===== src/csw_pkg.sv =====
package csw_pkg;

  // Clock and internal time base
  localparam int CLK_NS       = 4;
  localparam int TICK_NS      = 1000;
  localparam int TICK_CYC     = (TICK_NS + CLK_NS - 1) / CLK_NS;
  localparam int TICK_PER_MS  = 1000000 / TICK_NS;

  // Supervisor times in milliseconds, then in time-base ticks
  localparam int WD_LONG_MS   = 1400;
  localparam int WD_MID_MS    = 600;
  localparam int WD_SHORT_MS  = 200;
  localparam int RST_HOLD_MS  = 200;
  localparam int WR_CYCLE_MS  = 5;
  localparam int WD_LONG_TICKS  = WD_LONG_MS * TICK_PER_MS;
  localparam int WD_MID_TICKS   = WD_MID_MS * TICK_PER_MS;
  localparam int WD_SHORT_TICKS = WD_SHORT_MS * TICK_PER_MS;
  localparam int RST_HOLD_TICKS = RST_HOLD_MS * TICK_PER_MS;
  localparam int WR_CYCLE_TICKS = WR_CYCLE_MS * TICK_PER_MS;

  // Watchdog period codes
  localparam logic [1:0] WD_SEL_LONG  = 2'h0;
  localparam logic [1:0] WD_SEL_MID   = 2'h1;
  localparam logic [1:0] WD_SEL_SHORT = 2'h2;
  localparam logic [1:0] WD_SEL_OFF   = 2'h3;

  // Serial instructions
  localparam logic [7:0] WRITE_LATCH_SET_CMD = 8'h06;
  localparam logic [7:0] OPC_LATCH_CLR       = 8'h04;
  localparam logic [7:0] OPC_STAT_RD         = 8'h05;
  localparam logic [7:0] OPC_STAT_WR         = 8'h01;
  localparam logic [7:0] OPC_ARR_RD          = 8'h03;
  localparam logic [7:0] OPC_ARR_WR          = 8'h02;
  localparam logic [7:0] OPC_A8_MASK         = 8'hf7;
  localparam int         OPC_A8_BIT          = 3;

  // Status byte layout
  localparam int         ST_BUSY_BIT  = 0;
  localparam int         ST_LATCH_BIT = 1;
  localparam int         ST_CTRL_LSB  = 2;
  localparam int         CTRL_W       = 4;
  localparam logic [3:0] CTRL_RESET   = 4'h0;

  // Array geometry and lock boundaries
  localparam int         ADDR_W      = 9;
  localparam int         PAGE_BYTES  = 16;
  localparam logic [8:0] LOCK_QTR    = 9'h180;
  localparam logic [8:0] LOCK_HALF   = 9'h100;

  // Threshold programming sequences
  localparam logic [8:0] TRIP_RAISE_ADDR  = 9'h001;
  localparam logic [8:0] TRIP_NATIVE_ADDR = 9'h003;
  localparam logic [7:0] TRIP_DATA        = 8'h00;

endpackage


===== src/csw_sup_if.sv =====
`timescale 1ns/1ns
`default_nettype none

interface csw_sup_if;
  logic       ce;
  logic       tick;
  logic       watchdog_kick_input;
  logic [1:0] wd_sel;
  logic       wd_expire;
  logic       supply_low;
  logic       rst_active;

  modport core (output ce, watchdog_kick_input, wd_sel, supply_low,
                input  tick, wd_expire, rst_active);
  modport wdog (input  ce, watchdog_kick_input, wd_sel, rst_active,
                output tick, wd_expire);
  modport hold (input  ce, tick, wd_expire, supply_low,
                output rst_active);
endinterface

`default_nettype wire


===== src/csw_wdog.sv =====
`timescale 1ns/1ns
`default_nettype none

module csw_wdog
  import csw_pkg::*;
#(
  parameter int LONG_TICKS  = WD_LONG_TICKS,
  parameter int MID_TICKS   = WD_MID_TICKS,
  parameter int SHORT_TICKS = WD_SHORT_TICKS
) (
  input  wire logic ref_clk,
  input  wire logic rst,
  csw_sup_if.wdog   sup
);

  logic [15:0] pre_cnt;
  logic [31:0] wd_cnt;
  logic [31:0] wd_limit;
  logic        pre_wrap;
  logic        wd_hold;
  logic        wd_hit;

  // Free-running time base, independent of the serial clock
  assign pre_wrap = (pre_cnt == 16'(TICK_CYC - 1));
  assign wd_limit = (sup.wd_sel == WD_SEL_LONG)  ? 32'(LONG_TICKS) :
                    (sup.wd_sel == WD_SEL_MID)   ? 32'(MID_TICKS)  :
                                                    32'(SHORT_TICKS);
  // Counter sits at zero while disabled or while reset is already out
  assign wd_hold  = sup.watchdog_kick_input || (sup.wd_sel == WD_SEL_OFF) ||
                    sup.rst_active;
  assign wd_hit   = sup.tick && (wd_cnt == wd_limit - 32'h1);

  always_ff @(posedge ref_clk or posedge rst) begin
    if (rst) begin
      pre_cnt  <= 16'h0;
      sup.tick <= 1'b0;
    end else if (sup.ce) begin
      pre_cnt  <= pre_wrap ? 16'h0 : pre_cnt + 16'h1;
      sup.tick <= pre_wrap;
    end
  end

  always_ff @(posedge ref_clk or posedge rst) begin
    if (rst) begin
      wd_cnt        <= 32'h0;
      sup.wd_expire <= 1'b0;
    end else if (sup.ce) begin
      sup.wd_expire <= ~wd_hold && wd_hit;
      if (wd_hold || wd_hit) begin
        wd_cnt <= 32'h0;
      end else if (sup.tick) begin
        wd_cnt <= wd_cnt + 32'h1;
      end
    end
  end

endmodule

`default_nettype wire


===== src/csw_hold.sv =====
`timescale 1ns/1ns
`default_nettype none

module csw_hold
  import csw_pkg::*;
#(
  parameter int HOLD_TICKS = RST_HOLD_TICKS
) (
  input  wire logic ref_clk,
  input  wire logic rst,
  csw_sup_if.hold   sup
);

  logic [31:0] hold_cnt;
  logic        cause;
  logic        done;

  assign cause = sup.supply_low || sup.wd_expire;
  assign done  = (hold_cnt == 32'(HOLD_TICKS));

  // Count starts at zero, so reset is out from power-up until release
  always_ff @(posedge ref_clk or posedge rst) begin
    if (rst) begin
      hold_cnt       <= 32'h0;
      sup.rst_active <= 1'b1;
    end else if (sup.ce) begin
      if (cause) begin
        hold_cnt       <= 32'h0;
        sup.rst_active <= 1'b1;
      end else begin
        if (sup.tick && !done) begin
          hold_cnt <= hold_cnt + 32'h1;
        end
        sup.rst_active <= !done;
      end
    end
  end

endmodule

`default_nettype wire


===== src/csw_top.sv =====
`timescale 1ns/1ns
`default_nettype none

module csw_top
  import csw_pkg::*;
#(
  parameter int   WD_LONG     = WD_LONG_TICKS,
  parameter int   WD_MID      = WD_MID_TICKS,
  parameter int   WD_SHORT    = WD_SHORT_TICKS,
  parameter int   RST_HOLD    = RST_HOLD_TICKS,
  parameter int   WR_CYCLE    = WR_CYCLE_TICKS,
  parameter logic RESET_LEVEL = 1'b0
) (
  input  wire logic        ref_clk,
  input  wire logic        rst,
  input  wire logic        ce,
  input  wire logic        chip_sel_n,
  input  wire logic        sclk,
  input  wire logic        sdi,
  input  wire logic        write_prot_n,
  input  wire logic        write_prot_prog,
  input  wire logic        supply_low,
  input  wire logic [3:0]  nv_ctrl_init,
  input  wire logic [7:0]  array_rdata,
  output logic             sdo,
  output logic             sdo_oe,
  output logic             sup_reset,
  output logic             sup_reset_oe,
  output logic             standby,
  output logic             write_busy,
  output logic             nv_ctrl_we,
  output logic [3:0]       nv_ctrl_data,
  output logic             array_we,
  output logic [8:0]       array_addr,
  output logic [7:0]       array_wdata,
  output logic             trip_raise_start,
  output logic             trip_native_start
);

  typedef enum {CSW_OPC, CSW_ADDR, CSW_WDATA, CSW_SDATA, CSW_RDOUT, CSW_SKIP} csw_state_t;

  csw_sup_if sup ();

  csw_wdog #(
    .LONG_TICKS  (WD_LONG),
    .MID_TICKS   (WD_MID),
    .SHORT_TICKS (WD_SHORT)
  ) u_wdog (
    .ref_clk (ref_clk),
    .rst     (rst),
    .sup     (sup)
  );

  csw_hold #(
    .HOLD_TICKS (RST_HOLD)
  ) u_hold (
    .ref_clk (ref_clk),
    .rst     (rst),
    .sup     (sup)
  );

  csw_state_t state;
  logic        sclk_q;
  logic        cs_q;
  logic [7:0]  in_sr;
  logic [2:0]  bitn;
  logic [2:0]  obit;
  logic [7:0]  out_sr;
  logic        a8;
  logic        rd_stat;
  logic        is_read;
  logic [8:0]  addr;
  logic [7:0]  page_buf [PAGE_BYTES];
  logic [15:0] page_mask;
  logic [4:0]  wr_count;
  logic [7:0]  last_byte;
  logic [7:0]  stat_new;
  logic        stat_full;
  logic        wel;
  logic [3:0]  ctrl;
  logic        ctrl_loaded;
  logic        cyc_arr;
  logic [31:0] busy_cnt;
  logic [4:0]  emit_idx;

  // Edge detection on the synchronous serial pins
  logic sclk_rise;
  logic sclk_fall;
  logic cs_fall;
  logic cs_rise;
  logic shift_en;
  logic byte_done;
  logic [7:0] in_byte;
  logic [7:0] opc_a8;
  logic wp_ok;
  logic lock_hit;
  logic commit;
  logic commit_arr;
  logic commit_stat;
  logic cyc_end;
  logic [7:0] stat_byte;
  logic [7:0] rd_byte;
  logic [3:0] page_off;
  logic       single_zero;

  function automatic logic locked(input logic [1:0] bl, input logic [8:0] a);
    case (bl)
      2'h1:    locked = (a >= LOCK_QTR);
      2'h2:    locked = (a >= LOCK_HALF);
      2'h3:    locked = 1'b1;
      default: locked = 1'b0;
    endcase
  endfunction

  assign sclk_rise   = sclk && !sclk_q;
  assign sclk_fall   = !sclk && sclk_q;
  assign cs_fall     = cs_q && !chip_sel_n;
  assign cs_rise     = !cs_q && chip_sel_n;
  assign shift_en    = sclk_rise && !chip_sel_n && (state != CSW_SKIP);
  assign byte_done   = shift_en && (bitn == 3'h7);
  assign in_byte     = {in_sr[6:0], sdi};
  assign opc_a8      = in_byte & OPC_A8_MASK;
  // Programming level on the protect pin counts as protect released
  assign wp_ok       = write_prot_n || write_prot_prog;
  assign lock_hit    = locked(ctrl[1:0], addr);
  assign page_off    = addr[3:0] + wr_count[3:0];
  assign single_zero = (wr_count == 5'h1) && (last_byte == TRIP_DATA);
  // Only whole bytes commit, and never while a cycle still runs
  assign commit_arr  = (state == CSW_WDATA) && (page_mask != 16'h0) && !lock_hit;
  // Sequencer leaves the data state after the status byte, so the flag alone marks it whole
  assign commit_stat = stat_full;
  assign commit      = cs_rise && wel && wp_ok && !write_busy && (bitn == 3'h0) &&
                       (commit_arr || commit_stat);
  assign cyc_end     = write_busy && sup.tick && (busy_cnt == 32'(WR_CYCLE) - 32'h1);
  assign stat_byte   = {2'h0, ctrl, wel, write_busy};
  assign rd_byte     = rd_stat ? stat_byte : array_rdata;

  assign sup.ce                  = ce;
  assign sup.watchdog_kick_input = cs_fall;
  logic watchdog_period_bit0;
  logic watchdog_period_bit1;
  assign watchdog_period_bit0    = ctrl[2];
  assign watchdog_period_bit1    = ctrl[3];
  assign sup.wd_sel              = {watchdog_period_bit1, watchdog_period_bit0};
  assign sup.supply_low          = supply_low;
  assign sup_reset               = RESET_LEVEL;
  assign sup_reset_oe            = sup.rst_active;
  assign sdo_oe                  = !chip_sel_n && (state == CSW_RDOUT);
  assign standby                 = chip_sel_n && !write_busy;

  always_ff @(posedge ref_clk or posedge rst) begin
    if (rst) begin
      sclk_q <= 1'b0;
      cs_q   <= 1'b1;
    end else if (ce) begin
      sclk_q <= sclk;
      cs_q   <= chip_sel_n;
    end
  end

  // Nonvolatile control bits come from the store after reset release
  always_ff @(posedge ref_clk or posedge rst) begin
    if (rst) begin
      ctrl        <= CTRL_RESET;
      ctrl_loaded <= 1'b0;
    end else if (ce) begin
      ctrl_loaded <= 1'b1;
      if (!ctrl_loaded) begin
        ctrl <= nv_ctrl_init;
      end else if (commit && commit_stat) begin
        ctrl <= stat_new[ST_CTRL_LSB +: CTRL_W];
      end
    end
  end

  // Command sequencer; state starts in skip so nothing runs before a select fall
  always_ff @(posedge ref_clk or posedge rst) begin
    if (rst) begin
      state   <= CSW_SKIP;
      bitn    <= 3'h0;
      in_sr   <= 8'h00;
      a8      <= 1'b0;
      rd_stat <= 1'b0;
      is_read <= 1'b0;
    end else if (ce) begin
      if (cs_fall) begin
        state <= CSW_OPC;
        bitn  <= 3'h0;
      end else if (shift_en) begin
        in_sr <= in_byte;
        bitn  <= bitn + 3'h1;
        if (byte_done) begin
          case (state)
            CSW_OPC: begin
              a8      <= in_byte[OPC_A8_BIT];
              rd_stat <= (in_byte == OPC_STAT_RD);
              is_read <= (opc_a8 == OPC_ARR_RD);
              if (in_byte == OPC_STAT_RD) begin
                state <= CSW_RDOUT;
              end else if (in_byte == OPC_STAT_WR && !write_busy) begin
                state <= CSW_SDATA;
              end else if ((opc_a8 == OPC_ARR_RD || opc_a8 == OPC_ARR_WR) && !write_busy) begin
                state <= CSW_ADDR;
              end else begin
                state <= CSW_SKIP;
              end
            end
            CSW_ADDR:  state <= is_read ? CSW_RDOUT : CSW_WDATA;
            CSW_SDATA: state <= CSW_SKIP;
            default:   state <= state;
          endcase
        end
      end else if (!chip_sel_n && !wp_ok &&
                   (state == CSW_WDATA || state == CSW_SDATA)) begin
        state <= CSW_SKIP;
      end
    end
  end

  // Write latch: protect low clears it, end of a cycle clears it
  always_ff @(posedge ref_clk or posedge rst) begin
    if (rst) begin
      wel <= 1'b0;
    end else if (ce) begin
      // A latch-set beats the end-of-cycle clear, so it is lost only while protect is low
      if (!wp_ok) begin
        wel <= 1'b0;
      end else if (byte_done && state == CSW_OPC && in_byte == WRITE_LATCH_SET_CMD) begin
        wel <= 1'b1;
      end else if (cyc_end || (byte_done && state == CSW_OPC && in_byte == OPC_LATCH_CLR)) begin
        wel <= 1'b0;
      end
    end
  end

  // Page collection; offsets wrap inside the page
  always_ff @(posedge ref_clk or posedge rst) begin
    if (rst) begin
      addr      <= 9'h000;
      page_mask <= 16'h0;
      wr_count  <= 5'h0;
      last_byte <= 8'h00;
      stat_new  <= 8'h00;
      stat_full <= 1'b0;
    end else if (ce) begin
      if (cs_fall || (!wp_ok && !chip_sel_n)) begin
        page_mask <= 16'h0;
        wr_count  <= 5'h0;
        stat_full <= 1'b0;
      end else if (byte_done) begin
        case (state)
          CSW_ADDR: addr <= {a8, in_byte};
          CSW_WDATA: begin
            page_mask[page_off] <= 1'b1;
            last_byte           <= in_byte;
            if (wr_count != 5'(PAGE_BYTES)) begin
              wr_count <= wr_count + 5'h1;
            end
          end
          CSW_SDATA: begin
            stat_new  <= in_byte;
            stat_full <= 1'b1;
          end
          default: addr <= addr;
        endcase
      end else if (state == CSW_RDOUT && !rd_stat && sclk_fall && !chip_sel_n &&
                   obit == 3'h7) begin
        addr <= addr + 9'h001;
      end
    end
  end

  always_ff @(posedge ref_clk) begin
    if (ce && byte_done && state == CSW_WDATA) begin
      page_buf[page_off] <= in_byte;
    end
  end

  // Read path: each bit changes only on a serial clock fall
  always_ff @(posedge ref_clk or posedge rst) begin
    if (rst) begin
      sdo    <= 1'b0;
      out_sr <= 8'h00;
      obit   <= 3'h0;
    end else if (ce) begin
      if (byte_done) begin
        obit <= 3'h0;
      end else if (sclk_fall && !chip_sel_n && state == CSW_RDOUT) begin
        obit <= obit + 3'h1;
        if (obit == 3'h0) begin
          sdo    <= rd_byte[7];
          out_sr <= {rd_byte[6:0], 1'b0};
        end else begin
          sdo    <= out_sr[7];
          out_sr <= {out_sr[6:0], 1'b0};
        end
      end
    end
  end

  // Self-timed cycle; protect changes no longer matter once it runs
  always_ff @(posedge ref_clk or posedge rst) begin
    if (rst) begin
      write_busy        <= 1'b0;
      busy_cnt          <= 32'h0;
      cyc_arr           <= 1'b0;
      emit_idx          <= 5'h0;
      nv_ctrl_we        <= 1'b0;
      nv_ctrl_data      <= CTRL_RESET;
      trip_raise_start  <= 1'b0;
      trip_native_start <= 1'b0;
    end else if (ce) begin
      nv_ctrl_we        <= commit && commit_stat;
      trip_raise_start  <= commit && commit_arr && write_prot_prog && single_zero &&
                           (addr == TRIP_RAISE_ADDR);
      trip_native_start <= commit && commit_arr && write_prot_prog && single_zero &&
                           (addr == TRIP_NATIVE_ADDR);
      if (commit) begin
        write_busy   <= 1'b1;
        busy_cnt     <= 32'h0;
        cyc_arr      <= commit_arr;
        emit_idx     <= 5'h0;
        nv_ctrl_data <= stat_new[ST_CTRL_LSB +: CTRL_W];
      end else if (write_busy) begin
        if (emit_idx != 5'(PAGE_BYTES)) begin
          emit_idx <= emit_idx + 5'h1;
        end
        if (cyc_end) begin
          write_busy <= 1'b0;
        end else if (sup.tick) begin
          busy_cnt <= busy_cnt + 32'h1;
        end
      end
    end
  end

  // Array port: page bytes go out one per clock at the start of a cycle
  logic emit_now;
  assign emit_now = write_busy && cyc_arr && (emit_idx != 5'(PAGE_BYTES));

  always_ff @(posedge ref_clk or posedge rst) begin
    if (rst) begin
      array_we    <= 1'b0;
      array_addr  <= 9'h000;
      array_wdata <= 8'h00;
    end else if (ce) begin
      array_we <= emit_now && page_mask[emit_idx[3:0]];
      if (emit_now) begin
        array_addr  <= {addr[8:4], emit_idx[3:0]};
        array_wdata <= page_buf[emit_idx[3:0]];
      end else begin
        array_addr  <= addr;
      end
    end
  end

endmodule

`default_nettype wire


===== config.mk =====
export PLATFORM = sky130hd
export DESIGN_NAME = csw_top
export DESIGN_NICKNAME = d
export VERILOG_FILES = /design/src/csw_pkg.sv /design/src/csw_sup_if.sv /design/src/csw_wdog.sv /design/src/csw_hold.sv /design/src/csw_top.sv
export SDC_FILE = /design/constraint.sdc
export NUM_CORES = 1
export LEC_CHECK = 0
export BUFFER_PORTS_ARGS = -buffer_cell sky130_fd_sc_hd__buf_4
export CAP_MARGIN = 20
export CORE_MARGIN = 2
export CORE_UTILIZATION = 50
export CTS_BUF_LIST = sky130_fd_sc_hd__clkbuf_16
export CTS_CLUSTER_SIZE = 25
export DETAILED_ROUTE_END_ITERATION = 8
export HOLD_SLACK_MARGIN = 0.05
export PLACE_DENSITY = 0.65
export SLEW_MARGIN = 20
export SYNTH_ARGS = -nofsm -noshare
export SYNTH_HDL_FRONTEND = slang
export SYNTH_SLANG_ARGS = --single-unit

===== constraint.sdc =====
create_clock -name ref_clk -period 8.9 [get_ports ref_clk]
set_clock_uncertainty 0.2 [all_clocks]
set_input_delay 1.335 -clock ref_clk [delete_from_list [all_inputs] [get_ports ref_clk]]
set_output_delay 1.335 -clock ref_clk [all_outputs]
set_load 0.01 [all_outputs]

After elaboration in Yosys (flattened, before gate mapping)
Memories as Yosys holds them, arrays and structs flattened. A register that Yosys moved wholly into a read port is not among the register bits.
Index checks and enable logic that the tools add are counted.
Cells by class
  add/subtract/negate cells: 11
  magnitude comparators: 5
  equal/unequal tests: 35
  multiplexer cells: 60
  bitwise gates (word level): 5
  reduce and logical (&&, ||, !) cells: 106
Operators by type and width (count)
  2-to-1 mux 32 bit: 13
  adder 32 x 1 -> 32 bit, second input constant: 3
  one-hot mux 32 bit (3 select lines): 1
  == test 32 x 2 -> 1 bit, second input constant: 2
  == test 32 x 3 -> 1 bit, second input constant: 2
  zero test 32 bit: 2
  2-to-1 mux 16 bit: 4
  logical AND 1 bit: 47
  2-to-1 mux 5 bit: 7
  == test 32 x 1 -> 1 bit, second input constant: 1
  == test 32 x 13 -> 1 bit, second input constant: 1
  == test 32 x 18 -> 1 bit, second input constant: 1
  == test 32 bit: 1
  == test 32 x 4 -> 1 bit, second input constant: 1
  != test 32 x 4 -> 1 bit, second input constant: 1
  subtractor 32 x 1 -> 32 bit, second input constant: 1
  2-to-1 mux 9 bit: 3
  == test 8 x 3 -> 1 bit, second input constant: 3
  2-to-1 mux 3 bit: 8
  AND reduction 4 bit: 6
  nonzero test 2 bit: 12
  2-to-1 mux 20 bit: 1
  greater-or-equal comparator 9 bit, second input constant: 2
  adder 16 x 1 -> 16 bit, second input constant: 1
  other kinds (39): 98
Word-level totals
  flip-flop bits (word level): 249
  memory bits (writable): 128
  memories kept: 1
Memory list
  page_buf: depth 16, bits a word 8, read ports 1, clocked after memory_dff 1, wr ports 1, RTL line csw_top.sv:73  | logic [7:0] page_buf [PAGE_BYTES];

Logic depth before layout (Yosys ltp)
Gate-level depths: netlist (run 1).
  depth in word-level cells: 11
  mapped depth: 10
  gate-level depth less buffers: 8

Modules after synthesis
From an unflattened synthesis (run 1), not the netlist that was laid out.
Unflattened totals
  cell total of the unflattened synthesis: 1461
  area total of the unflattened synthesis: 17011.3 um^2
Modules (own cells, without submodules)
  csw_top: instances 1, cells an instance 944, area an instance 12248.0 um^2, seq. area each 7400.8 um^2
  csw_wdog: instances 1, cells an instance 282, area an instance 2681.3 um^2, seq. area each 1251.2 um^2
  csw_hold: instances 1, cells an instance 235, area an instance 2082.0 um^2, seq. area each 827.0 um^2

Worst setup path before layout (run 1)
No wires, ideal clock.
  kind: input to register
  from: input port chip_sel_n
  to: memory page_buf[10][0] (enable)
  arrival: 2.939 ns
  required time: 8.326 ns
  setup slack: 5.387 ns
  stages: 6
  buffers on the path: 1
  cells stage by stage: buf_2 > nor3b_4 > nand4_2 > nor2_1 > nand3b_1 > nor2_1
On the way
  longest elaborated chain between the ends: 8
RTL lines
  start: declaration: RTL line csw_top.sv:17  | input wire logic chip_sel_n,
  zero test 1 bit: RTL line csw_top.sv:119  | assign shift_en = sclk_rise && !chip_sel_n && (state != CSW_SKIP);
  logical AND 1 bit (2 in a row): RTL line csw_top.sv:119
  logical AND 1 bit: RTL line csw_top.sv:120  | assign byte_done = shift_en && (bitn == 3'h7);
  logical AND 1 bit (2 in a row): RTL line csw_top.sv:274  | if (ce && byte_done && state == CSW_WDATA) begin
  2-to-1 mux 1 bit: RTL line csw_top.sv:274
  2-to-1 mux 1 bit (implied by the code): RTL line csw_top.sv:275  | page_buf[page_off] <= in_byte;
  end: declaration: RTL line csw_top.sv:73
No other way between the ends.

Worst setup path in the final report (run 1)
  from: input port ce
  to: memory page_buf[2][0] (enable)
On the way
  longest elaborated chain between the ends: 4
RTL lines
  start: declaration: RTL line csw_top.sv:16  | input wire logic ce,
  logical AND 1 bit (2 in a row): RTL line csw_top.sv:274
  2-to-1 mux 1 bit: RTL line csw_top.sv:274
  2-to-1 mux 1 bit (implied by the code): RTL line csw_top.sv:275
No other way between the ends.

==> results.py, run 1 <==
metrics = {
    "grt": {
        "grt_pass1_wl_um": 58940,
        "grt_usage": 0.2203,
        "grt_max_degree": 97,
        "antenna_found_initial": 0,
        "gr-total-overflow": 0,
        "grt_pass1_vias": 10550,
    },
    "worst_setup_path": {
        "start_kind": "input port",
        "required_ns": 8.86,
        "worst_path_max_delay_cell": "nor2_1",
        "max_stage_delay_ns": 0.75,
        "arrival_ns": 3.86,
        "worstPathMaxFanout": 48,
        "critPathKind": "input port to flip-flop",
        "crit_top_cell": "nor2_1",
        "cp-end-kind": "flip-flop",
        "path_cells": "buf_4 > nand4_2 > nor2_1 > nand3b_1 > nor2_1",
    },
    "final_layout": {
        "drive_gt1_frac": 0.1644,
        "multi_input_area_um2": 6580,
        "area.sequential_um2": 9480,
        "fill_cells": 2680,
        "antenna_cells": 0,
        "final_cells": 1859,
        "fin_area_um2": 18440,
        "synthToLayoutAreaGrowth_pct": 12.45,
        "nNetsFinal": 1431,
    },
    "timing": {
        "rsz0062_at_grt": "no",
        "slew_violations": 0,
        "fin_crit_sh": 0.4392,
        "worstMarginPinSlew_ns": 1.095,
        "fin_ws_ns": 4.991,
        "clock.fmax_mhz": 255.8,
        "setup_tns_ns": 0,
        "holdWs_ns": 0.2771,
        "slew_headroom": 0.2699,
        "hold_violations": 0,
        "layout_min_cycle_time_ns": 3.909,
        "finalSetupViolCount": 0,
    },
    "synthesis": {
        "synth_nets": 1381,
        "syn_inst": 1336,
        "seq_area_frac_synth": 0.5782,
        "ys_types": 80,
        "syn-cell-area_um2": 16390,
        "yosysMostFrequentCell": "dfrtp_1",
        "yosys_warnings": 0,
        "synth_common_cells": "221 x dfrtp_1, 167 x nor2_1, 128 x edfxtp_1",
        "synth_top_area_cell": "dfrtp_1",
        "synth_seq_cells": 353,
        "synth-async-reset-ratio": 0.6374,
        "synthTopCellsByArea": "dfrtp_1 34%, edfxtp_1 23%, mux4_2 6.2%",
        "synth_flop_cell": "dfrtp_1",
        "synth_edf_count": 128,
        "synth_top_area_frac": 0.3373,
        "syn_avg_cell_area_um2": 12.27,
    },
    "pwr": {
        "p_per_area_nw_per_um2": 198.4,
        "p_leak_uw": 0.007623,
        "vdd_drop_max_mv": 0.1302,
    },
    "drt": {
        "ant_nets": 0,
        "drc": 0,
        "wirelength_um": 36490,
        "wire_per_inst_um": 19.63,
        "via_count": 10770,
        "drtIter0Drc": 749,
        "dr.pass1.iters": 5,
        "viasPerCell": 5.796,
    },
    "clock_tree": {
        "root_buffer": "clkbuf_16",
        "clk_latency_ns": 0.53,
        "cts_resized": 0,
        "clockBufferDepth": 3,
        "cts_sinks": 353,
        "numCtsBuffers": 39,
        "cts_tree": "yes",
        "cts_max_level": 2,
        "cts_setup_buffers": 0,
        "cts_hold_buffers": 0,
        "path_clk_slew_ns": 0.06,
    },
    "floorplanning": {
        "ios": 52,
        "placeableCoreArea_um2": 32370,
        "start_util": 0.5065,
        "die_area_um2": 34250,
        "die_x_um": 185.1,
        "fp.dieH_um": 185.1,
        "row_count": 66,
    },
    "placement": {
        "post-place-cells": 1787,
        "portBuffers": 50,
        "place_congestion": 0.8097,
        "hpwlAfterDp_um": 23910,
        "dpl-instance-area_um2": 17170,
        "place_ws_ns": 4.492,
    },
    "status": {
        "status": "complete, no violations",
    },
    "run": {
        "maxCapViolCount": 0,
    },
    "worst_hold_path": {
        "hp-class": "flip-flop to flip-flop",
    },
}
[routing by layer]
layer / global-route usage / part of all wire / up-vias
li1: - / - / 4988
met1: 0.3314 / 0.47 / 5433
met2: 0.3345 / 0.45 / 299
met3: 0.03736 / 0.061 / 54
met4: 0.05556 / 0.021 / 0
met5: 0 / 0 / -
[sequential cells by signal, indices dropped and copies added (netlist names), 7 cells and up]
name,flops
page_buf,128
busy_cnt,32
u_hold.hold_cnt,32
u_wdog.wd_cnt,32
page_mask,16
u_wdog.pre_cnt,16
addr,9
array_addr,9
array_wdata,8
last_byte,8
in_sr,7
out_sr,7
[worst max-delay path, delay by kind of cell]
kind / cells / cell delay (ns)
buffers and inverters: 1 / 0.46
AND/OR/NAND/NOR: 4 / 2.02
[per-stage QoR]
| stage | util | total power [uW] |
|---|---|---|
| floorplan | - | 1994 |
| global placement | 0.5303 | 2086 |
| detailed placement | 0.5304 | 2094 |
| CTS | 0.5693 | 3696 |
| global route | 0.5695 | 3794 |
| finish | 0.5695 | 3658 |
[path summary, 6_finish.rpt]
check / startpoint / end / slack [ns] / depth (start not counted)
setup / recovery: ce / page_buf[2][0]$_DFFE_PP_ / 4.99 / 5
hold / removal: out_sr[1]$_DFFE_PP0P_ / out_sr[1]$_DFFE_PP0P_ / 0.28 / 2
setup reg to reg: bitn[0]$_DFFE_PP0P_ / page_buf[2][0]$_DFFE_PP_ / 5.55 / 6
hold reg to reg: out_sr[1]$_DFFE_PP0P_ / out_sr[1]$_DFFE_PP0P_ / 0.28 / 2
max in group asynchronous: rst / emit_idx[0]$_DFFE_PP0P_ / 6.35 / 3
min in group asynchronous: rst / u_wdog.wd_cnt[30]$_DFFE_PP0P_ / 0.73 / 2
[where the power goes]
group	internal (uW)	total, uW	switching, uW
Combinational	77.8	212	135
Sequential	1760	1850	87.8
Clock	944	1600	653
[cell usage in the layout (no fill, tap or decap), types with 20 or more instances in the layout]
| cell type | n |
|---|---|
| nand2_1 | 106 |
| o21ai_0 | 41 |
| nand3_1 | 53 |
| edfxtp_1 | 128 |
| nand4_1 | 42 |
| mux2i_1 | 20 |
| nor3_1 | 22 |
| xnor2_1 | 36 |
| dfrtp_1 | 220 |
| buf_4 | 58 |
| nor2_1 | 165 |
| ha_1 | 23 |
| mux2_2 | 34 |
| clkbuf_16 | 39 |
| xor2_1 | 71 |
| inv_1 | 37 |
| mux4_2 | 45 |
| a21oi_1 | 38 |
| nor4_1 | 21 |
[layout make-up]
cell class / instances / share of cell area
clock buffers: 39 / 0.05294
clock inverters: 33 / 0.01534
inverters: 32 / 0.006923
multi-input cells: 902 / 0.3569
flip-flops and latches: 353 / 0.5143
well taps: 442 / 0.03000
repair buffers: 58 / 0.02362
[logic make-up after synthesis]
logic type      Yosys count  share of synthesized area
flops                   353                     0.5782
other cells               1                  0.0002287
mux                      99                    0.09738
compound gates          146                    0.05709
xor+xnor                107                    0.05716
fa+ha+maj                24                    0.01877
buf+inv                  81                    0.02167
simple gates            525                     0.1695
(Power assumes the default switching activity.)
==> run 2, diff against run 1 <==
==> constraint.sdc (replaced) <==
create_clock -name ref_clk -period 4 [get_ports ref_clk]
set_clock_uncertainty 0.2 [all_clocks]
set_input_delay 0.6 -clock ref_clk [delete_from_list [all_inputs] [get_ports ref_clk]]
set_output_delay 0.6 -clock ref_clk [all_outputs]
set_load 0.01 [all_outputs]
==> run 2 against run 1 <==
Net effect:
- register-to-register slack lost 4.7 ns
- power grew 120%
- highest routed layer unchanged
- sequential power grew 120%
- worst setup slack lost 4.1 ns
- design area grew 1.2%
- non-clock buffer count grew 21
- wire length shrank 1.2%
- count of clock-buffer cells in the layout is the same
- critical path type is now flip-flop to flip-flop
- sequential share of layout area shrank 0.59 points
- die area is the same
==> results.py, run 2 (synthesized netlist as in run 1, its figures left out) <==
metrics = {
    "worst_setup_path": {
        "max_stage_delay_ns": 0.66,
        "path_cells": "ha_1 > ha_1 > nand4_2 > nor2_1 > nand3b_1 > nor2_1",
        "arrival_ns": 3.07,
        "r2r_slack_ns": 0.88,
        "r2r_end": "page_buf[9][7]$_DFFE_PP_",
        "path_delay_family": "simple AND/OR/NAND/NOR gates",
        "cp-end-kind": "flip-flop",
        "required_ns": 3.95,
        "rr_worst_depth": 6,
        "critPathKind": "flip-flop to flip-flop",
        "worst-path-buf-inv": 0,
        "rr_startpoint": "bitn[0]$_DFFE_PP0P_",
        "start_kind": "flip-flop",
        "worst_path_max_delay_cell": "nor2_1",
        "worstPathMaxFanout": 9,
    },
    "final_layout": {
        "layout_common_cells": "220 x dfrtp_1, 166 x nor2_1, 128 x edfxtp_1, 106 x nand2_1, 75 x buf_4",
        "nNetsFinal": 1452,
        "synthToLayoutAreaGrowth_pct": 13.76,
        "largest_register_ffs": 128,
        "top_register": "page_buf",
        "fin_area_um2": 18650,
        "fill_cells": 2659,
        "drive_gt1_frac": 0.1761,
        "antenna_cells": 0,
        "final_common_cell": "dfrtp_1",
    },
    "timing": {
        "setup_tns_ns": 0,
        "fin_crit_sh": 0.7803,
        "layout_min_cycle_time_ns": 3.121,
        "finalSetupViolCount": 0,
        "slew_headroom": 0.3336,
        "hold_violations": 0,
        "rsz0062_at_grt": "no",
        "worstMarginPinSlew_ns": 0.9996,
        "slew_violations": 0,
        "clock.fmax_mhz": 320.4,
    },
    "drt": {
        "viasPerCell": 5.683,
        "via_count": 10680,
        "wire_per_inst_um": 19.20,
        "dr.pass1.iters": 5,
        "wirelength_um": 36070,
        "ant_nets": 0,
        "drtIter0Drc": 942,
        "drc": 0,
    },
    "floorplanning": {
        "row_count": 66,
        "die_area_um2": 34250,
        "start_util": 0.5065,
        "ios": 52,
        "die_x_um": 185.1,
        "placeableCoreArea_um2": 32370,
        "fp.dieH_um": 185.1,
    },
    "run": {
        "maxCapViolCount": 0,
    },
    "grt": {
        "grt_pass1_wl_um": 58100,
        "grt_pass1_vias": 10460,
        "grt_usage": 0.2181,
        "met3_usage": 0.03814,
        "met2_usage": 0.3426,
        "antenna_found_initial": 0,
        "grt_max_degree": 92,
        "gr-total-overflow": 0,
        "met1_usage": 0.3195,
        "busiest_layer": "met2",
    },
    "placement": {
        "dpl-instance-area_um2": 17350,
        "hpwlAfterDp_um": 23920,
        "place_congestion": 0.8382,
        "portBuffers": 50,
    },
    "worst_hold_path": {
        "holdPathStages": 2,
        "hp-class": "input port to flip-flop",
        "hp-start": "sclk",
        "whs_endpoint": "sclk_q$_DFFE_PP0P_",
    },
    "pwr": {
        "p_leak_uw": 0.007762,
        "p_per_area_nw_per_um2": 437.6,
        "vdd_drop_max_mv": 0.3828,
    },
    "clock_tree": {
        "cts_setup_buffers": 0,
        "cts_sinks": 353,
        "numCtsBuffers": 39,
        "cts_resized": 0,
        "root_buffer": "clkbuf_16",
        "clk_latency_ns": 0.54,
        "path_clk_slew_ns": 0.05,
        "cts_tree": "yes",
        "cts_hold_buffers": 1,
        "cts_max_level": 2,
        "clockBufferDepth": 3,
    },
    "status": {
        "status": "complete, no violations",
    },
}
==> run 2: changes by cell type in the layout (fill, tap and decap cells not counted), moves of 2 or more <==
cell,previous run,this run
buf_4,58,75
clkinv_4,0,2
clkinv_1,11,5
buf_12,0,3
inv_1,37,40
inv_6,3,1
==> run 2: worst max path at each step <==
stage	from	endpoint	cells after the start	slack, ns
global route	bitn[0]$_DFFE_PP0P_	page_buf[9][7]$_DFFE_PP_	6	0.69
finish	bitn[0]$_DFFE_PP0P_	page_buf[9][7]$_DFFE_PP_	6	0.88
global placement	chip_sel_n	page_buf[9][6]$_DFFE_PP_	6	0.72
floorplan	rst	a8$_DFFE_PP0P_	1	0.27
detailed placement	chip_sel_n	page_buf[9][6]$_DFFE_PP_	6	0.62
CTS	bitn[0]$_DFFE_PP0P_	page_buf[9][4]$_DFFE_PP_	6	0.93
==> run 2: through the flow <==
| step | std cells | hold WS (ns) | worst slack (ns) | total power (uW) | util |
|---|---|---|---|---|---|
| 2_1_floorplan | 1336 | 0.2443 | 0.2652 | 4437 | - |
| 3_3_place_gp | 1807 | 0.2612 | 0.7230 | 4643 | 0.5359 |
| 3_5_place_dp | 1807 | 0.2663 | 0.6184 | 4660 | 0.5359 |
| 4_1_cts | 1879 | 0.09863 | 0.9298 | 8252 | 0.5761 |
| 5_1_grt | 1879 | 0.1102 | 0.6902 | 8477 | 0.5761 |
| 6_report | 1879 | 0.1161 | 0.8790 | 8162 | 0.5761 |
==> run 2: layout make-up <==
type / instances / area (um2) / share of cell area
Clock buffer: 39 / 975.9 / 0.05233
Clock inverter: 32 / 317.8 / 0.01704
Inverter: 32 / 123.9 / 0.006642
Multi-Input combinational cell: 902 / 6566 / 0.3521
Sequential cell: 353 / 9480 / 0.5083
Tap cell: 442 / 553.0 / 0.02965
Timing Repair Buffer: 79 / 633.1 / 0.03395
==> run 2: worst register-to-register path: stages, from the launching register on <==
cell,delay [ns]
dfrtp_1,0.38
ha_1,0.17
ha_1,0.22
nand4_2,0.27
nor2_1,0.56
nand3b_1,0.27
nor2_1,0.66
==> run 2: routing by layer <==
layer | share of wire | vias up
met5 | 0 | -
met4 | 0.017 | 0
met3 | 0.057 | 43
met2 | 0.46 | 250
met1 | 0.46 | 5373
li1 | - | 5013
==> run 2: report_power, final <==
part	internal, uW	switching (uW)	total (uW)
logic	178	296	474
registers	3920	193	4110
clock network	2120	1460	3580
==> run 3, diff against run 2 <==
--- a/config.mk
+++ b/config.mk
@@ -5,6 +5,7 @@
 export SDC_FILE = /design/constraint.sdc
 export NUM_CORES = 1
 export LEC_CHECK = 0
+export ABC_AREA = 1
 export BUFFER_PORTS_ARGS = -buffer_cell sky130_fd_sc_hd__buf_4
 export CAP_MARGIN = 20
 export CORE_MARGIN = 2
==> constraint.sdc (replaced) <==
create_clock -name ref_clk -period 3.19 [get_ports ref_clk]
set_clock_uncertainty 0.2 [all_clocks]
set_input_delay 0.4785 -clock ref_clk [delete_from_list [all_inputs] [get_ports ref_clk]]
set_output_delay 0.4785 -clock ref_clk [all_outputs]
set_load 0.01 [all_outputs]
==> run 3 against run 2 <==
Net effect:
- flip-flop and latch count is the same
- global-route usage grew 4.1 points
- worst hold slack lost 0.017 ns
- sequential power grew 29%
- via count grew 57%
- cell count grew 70%
- critical endpoint is now page_buf[14][3]$_DFFE_PP_
- largest power group unchanged
==> results.py, run 3 <==
metrics = {
    "timing": {
        "slew_violations": 0,
        "worstMarginPinSlew_ns": 0.8101,
        "holdWs_ns": 0.09937,
        "hold_violations": 0,
        "finalSetupViolCount": 0,
        "clock.fmax_mhz": 347.3,
        "rsz0062_at_grt": "no",
        "layout_min_cycle_time_ns": 2.879,
        "slew_headroom": 0.4580,
        "fin_crit_sh": 0.9027,
    },
    "clock_tree": {
        "cts_resized": 0,
        "path_clk_slew_ns": 0.05,
        "numCtsBuffers": 41,
        "cts_tree": "yes",
        "cts_setup_buffers": 0,
        "clk_latency_ns": 0.56,
        "clockBufferDepth": 3,
        "cts_max_level": 2,
        "cts_sinks": 353,
        "root_buffer": "clkbuf_16",
    },
    "synthesis": {
        "syn-cell-area_um2": 19360,
        "synth_flop_cell": "dfrtp_1",
        "synth_edf_count": 128,
        "seq_area_frac_synth": 0.4895,
        "synthTopCellsByArea": "dfrtp_1 29%, edfxtp_1 20%, nand2_1 15%",
        "synth-async-reset-ratio": 0.6374,
        "synth_common_cells": "789 x nand2_1, 474 x nor2_1, 241 x inv_1",
        "synth_nets": 2609,
        "synth_seq_cells": 353,
        "syn_avg_cell_area_um2": 7.552,
        "synth_top_area_frac": 0.2856,
        "syn_inst": 2564,
        "ys_types": 48,
        "yosysMostFrequentCell": "nand2_1",
        "yosys_warnings": 0,
        "synth_top_area_cell": "dfrtp_1",
    },
    "floorplanning": {
        "die_area_um2": 40320,
        "row_count": 72,
        "fp.dieH_um": 200.8,
        "ios": 52,
        "placeableCoreArea_um2": 38470,
        "die_x_um": 200.8,
        "start_util": 0.5034,
    },
    "pwr": {
        "p_switching_uw": 3196,
        "vdd_drop_max_mv": 0.4484,
        "power_frac_clock": 0.383,
        "p_per_area_nw_per_um2": 515.8,
        "p_int_uw": 8015,
        "p_leak_uw": 0.009920,
        "seqPwrFrac": 0.472,
        "comb_power_share": 0.145,
        "switching_share": 0.2851,
    },
    "grt": {
        "met3_usage": 0.04172,
        "grt_usage": 0.2588,
        "grt_max_degree": 72,
        "antenna_found_initial": 0,
        "grt_pass1_vias": 16020,
        "met1_usage": 0.3658,
        "grt_pass1_wl_um": 83940,
        "busiest_layer": "met2",
        "gr-total-overflow": 0,
        "met2_usage": 0.4163,
    },
    "final_layout": {
        "utilization": 0.5651,
        "fill_cells": 3646,
        "synthToLayoutAreaGrowth_pct": 12.26,
        "largest_register_ffs": 128,
        "final_cells": 3187,
        "drive_gt1_frac": 0.07831,
        "layout_common_cells": "789 x nand2_1, 474 x nor2_1, 248 x inv_1, 220 x dfrtp_1, 186 x nand3_1",
        "top_register": "page_buf",
        "antenna_cells": 0,
        "final_common_cell": "nand2_1",
        "nNetsFinal": 2685,
    },
    "drt": {
        "drtIter0Drc": 1431,
        "dr.pass1.iters": 5,
        "wire_per_inst_um": 16.14,
        "viasPerCell": 5.272,
        "via_count": 16800,
        "wirelength_um": 51440,
        "ant_nets": 0,
        "drc": 0,
    },
    "worst_setup_path": {
        "cp-end-kind": "flip-flop",
        "start_kind": "input port",
        "arrival_ns": 2.87,
        "critPathKind": "input port to flip-flop",
        "worstPathMaxFanout": 9,
        "required_ns": 3.18,
    },
    "worst_hold_path": {
        "hp-class": "input port to flip-flop",
    },
    "status": {
        "status": "complete, no violations",
    },
    "placement": {
        "portBuffers": 50,
        "hpwlAfterDp_um": 35950,
        "post-place-cells": 3105,
        "place_congestion": 0.9381,
    },
    "run": {
        "maxCapViolCount": 0,
    },
}
run 3: cell types whose count changed after synthesis, moves of 34 or more:
cell	delta
nand2_1	+683
o21ai_0	+131
nor2_1	+307
nand3_1	+133
mux4_2	-45
inv_1	+209
mux2_2	-34
run 3: repair_timing:
action                                 CTS  global route
hold buffers                            10             0
endpoints found under the hold margin   32             0
setup endpoints to repair                0             0
run 3: cell families (layout without fill, tap and decap cells):
logic type               after synthesis  count (layout)  synth area share
buffers and inverters                325             430           0.06714
AND/OR/NAND/NOR                     1550            1550            0.3284
flip-flops                           353             353            0.4895
other                                  1               1         0.0001937
XOR/XNOR                              64              64           0.02992
adder cells (fa/ha/maj)               24              24           0.01590
AO/OA/AOI/OAI                        247             247           0.06895
run 3: cell type report:
| type | instances | area [um2] | area share |
|---|---|---|---|
| Sequential cell | 353 | 9480 | 0.4361 |
| Multi-Input combinational cell | 1886 | 8584 | 0.3949 |
| Clock buffer | 43 | 1076 | 0.04950 |
| Inverter | 253 | 955.9 | 0.04398 |
| Timing Repair Buffer | 105 | 850.8 | 0.03914 |
| Tap cell | 518 | 648.1 | 0.02982 |
| Clock inverter | 29 | 141.4 | 0.006504 |
run 3: metrics by stage:
step | instance area, um2 | setup TNS [ns] | setup slack, ns | total power [uW]
4_1_cts | 21740 | 0 | 0.3594 | 11290
3_3_place_gp | 20420 | 0 | 0.4555 | 6928
5_1_grt | 21740 | 0 | 0.1703 | 11730
6_report | 21740 | 0 | 0.3105 | 11210
2_1_floorplan | 19370 | -93.54 | -0.4233 | 6383
3_5_place_dp | 20420 | 0 | 0.3443 | 6968
run 3: worst max-delay path, stage by stage:
cell and delay (ns):
dlygate4sd3_1 0.54, buf_4 0.17, nor3_2 0.22, nand2_2 0.17, nor2_8 0.22, nand3b_4 0.16, inv_1 0.12, nand3_1 0.21
nor2_1 0.57
run 3: power groups by stage:
stage	Clock (uW)	Combinational, uW	Sequential [uW]
finish	4290	1620	5290
global route	4560	1840	5330
CTS	4380	1620	5280
detailed placement	0	1600	5370
global placement	0	1570	5360
floorplan	0	1040	5340
run 3: routing by layer:
| layer | vias to the layer above | wire [um] |
|---|---|---|
| li1 | 8334 | - |
| met1 | 7909 | 23780 |
| met2 | 480 | 23540 |
| met3 | 79 | 3078 |
| met4 | 0 | 1035 |
| met5 | - | 0 |
run 3: path summary, 6_finish.rpt:
kind,from,to,slack [ns],cells after the start
worst max-delay path,chip_sel_n,page_buf[14][3]$_DFFE_PP_,0.31,9
worst min-delay path,array_rdata[2],out_sr[3]$_DFFE_PP0P_,0.1,5
worst max register to register,addr[0]$_DFFE_PP0P_,page_buf[14][3]$_DFFE_PP_,0.38,7
worst min register to register,array_addr[5]$_DFFE_PP0P_,array_addr[5]$_DFFE_PP0P_,0.29,2
max in group asynchronous,rst,u_hold.sup.rst_active$_DFFE_PP1P_,1.61,4
min in group asynchronous,rst,u_wdog.pre_cnt[9]$_DFFE_PP0P_,0.40,3
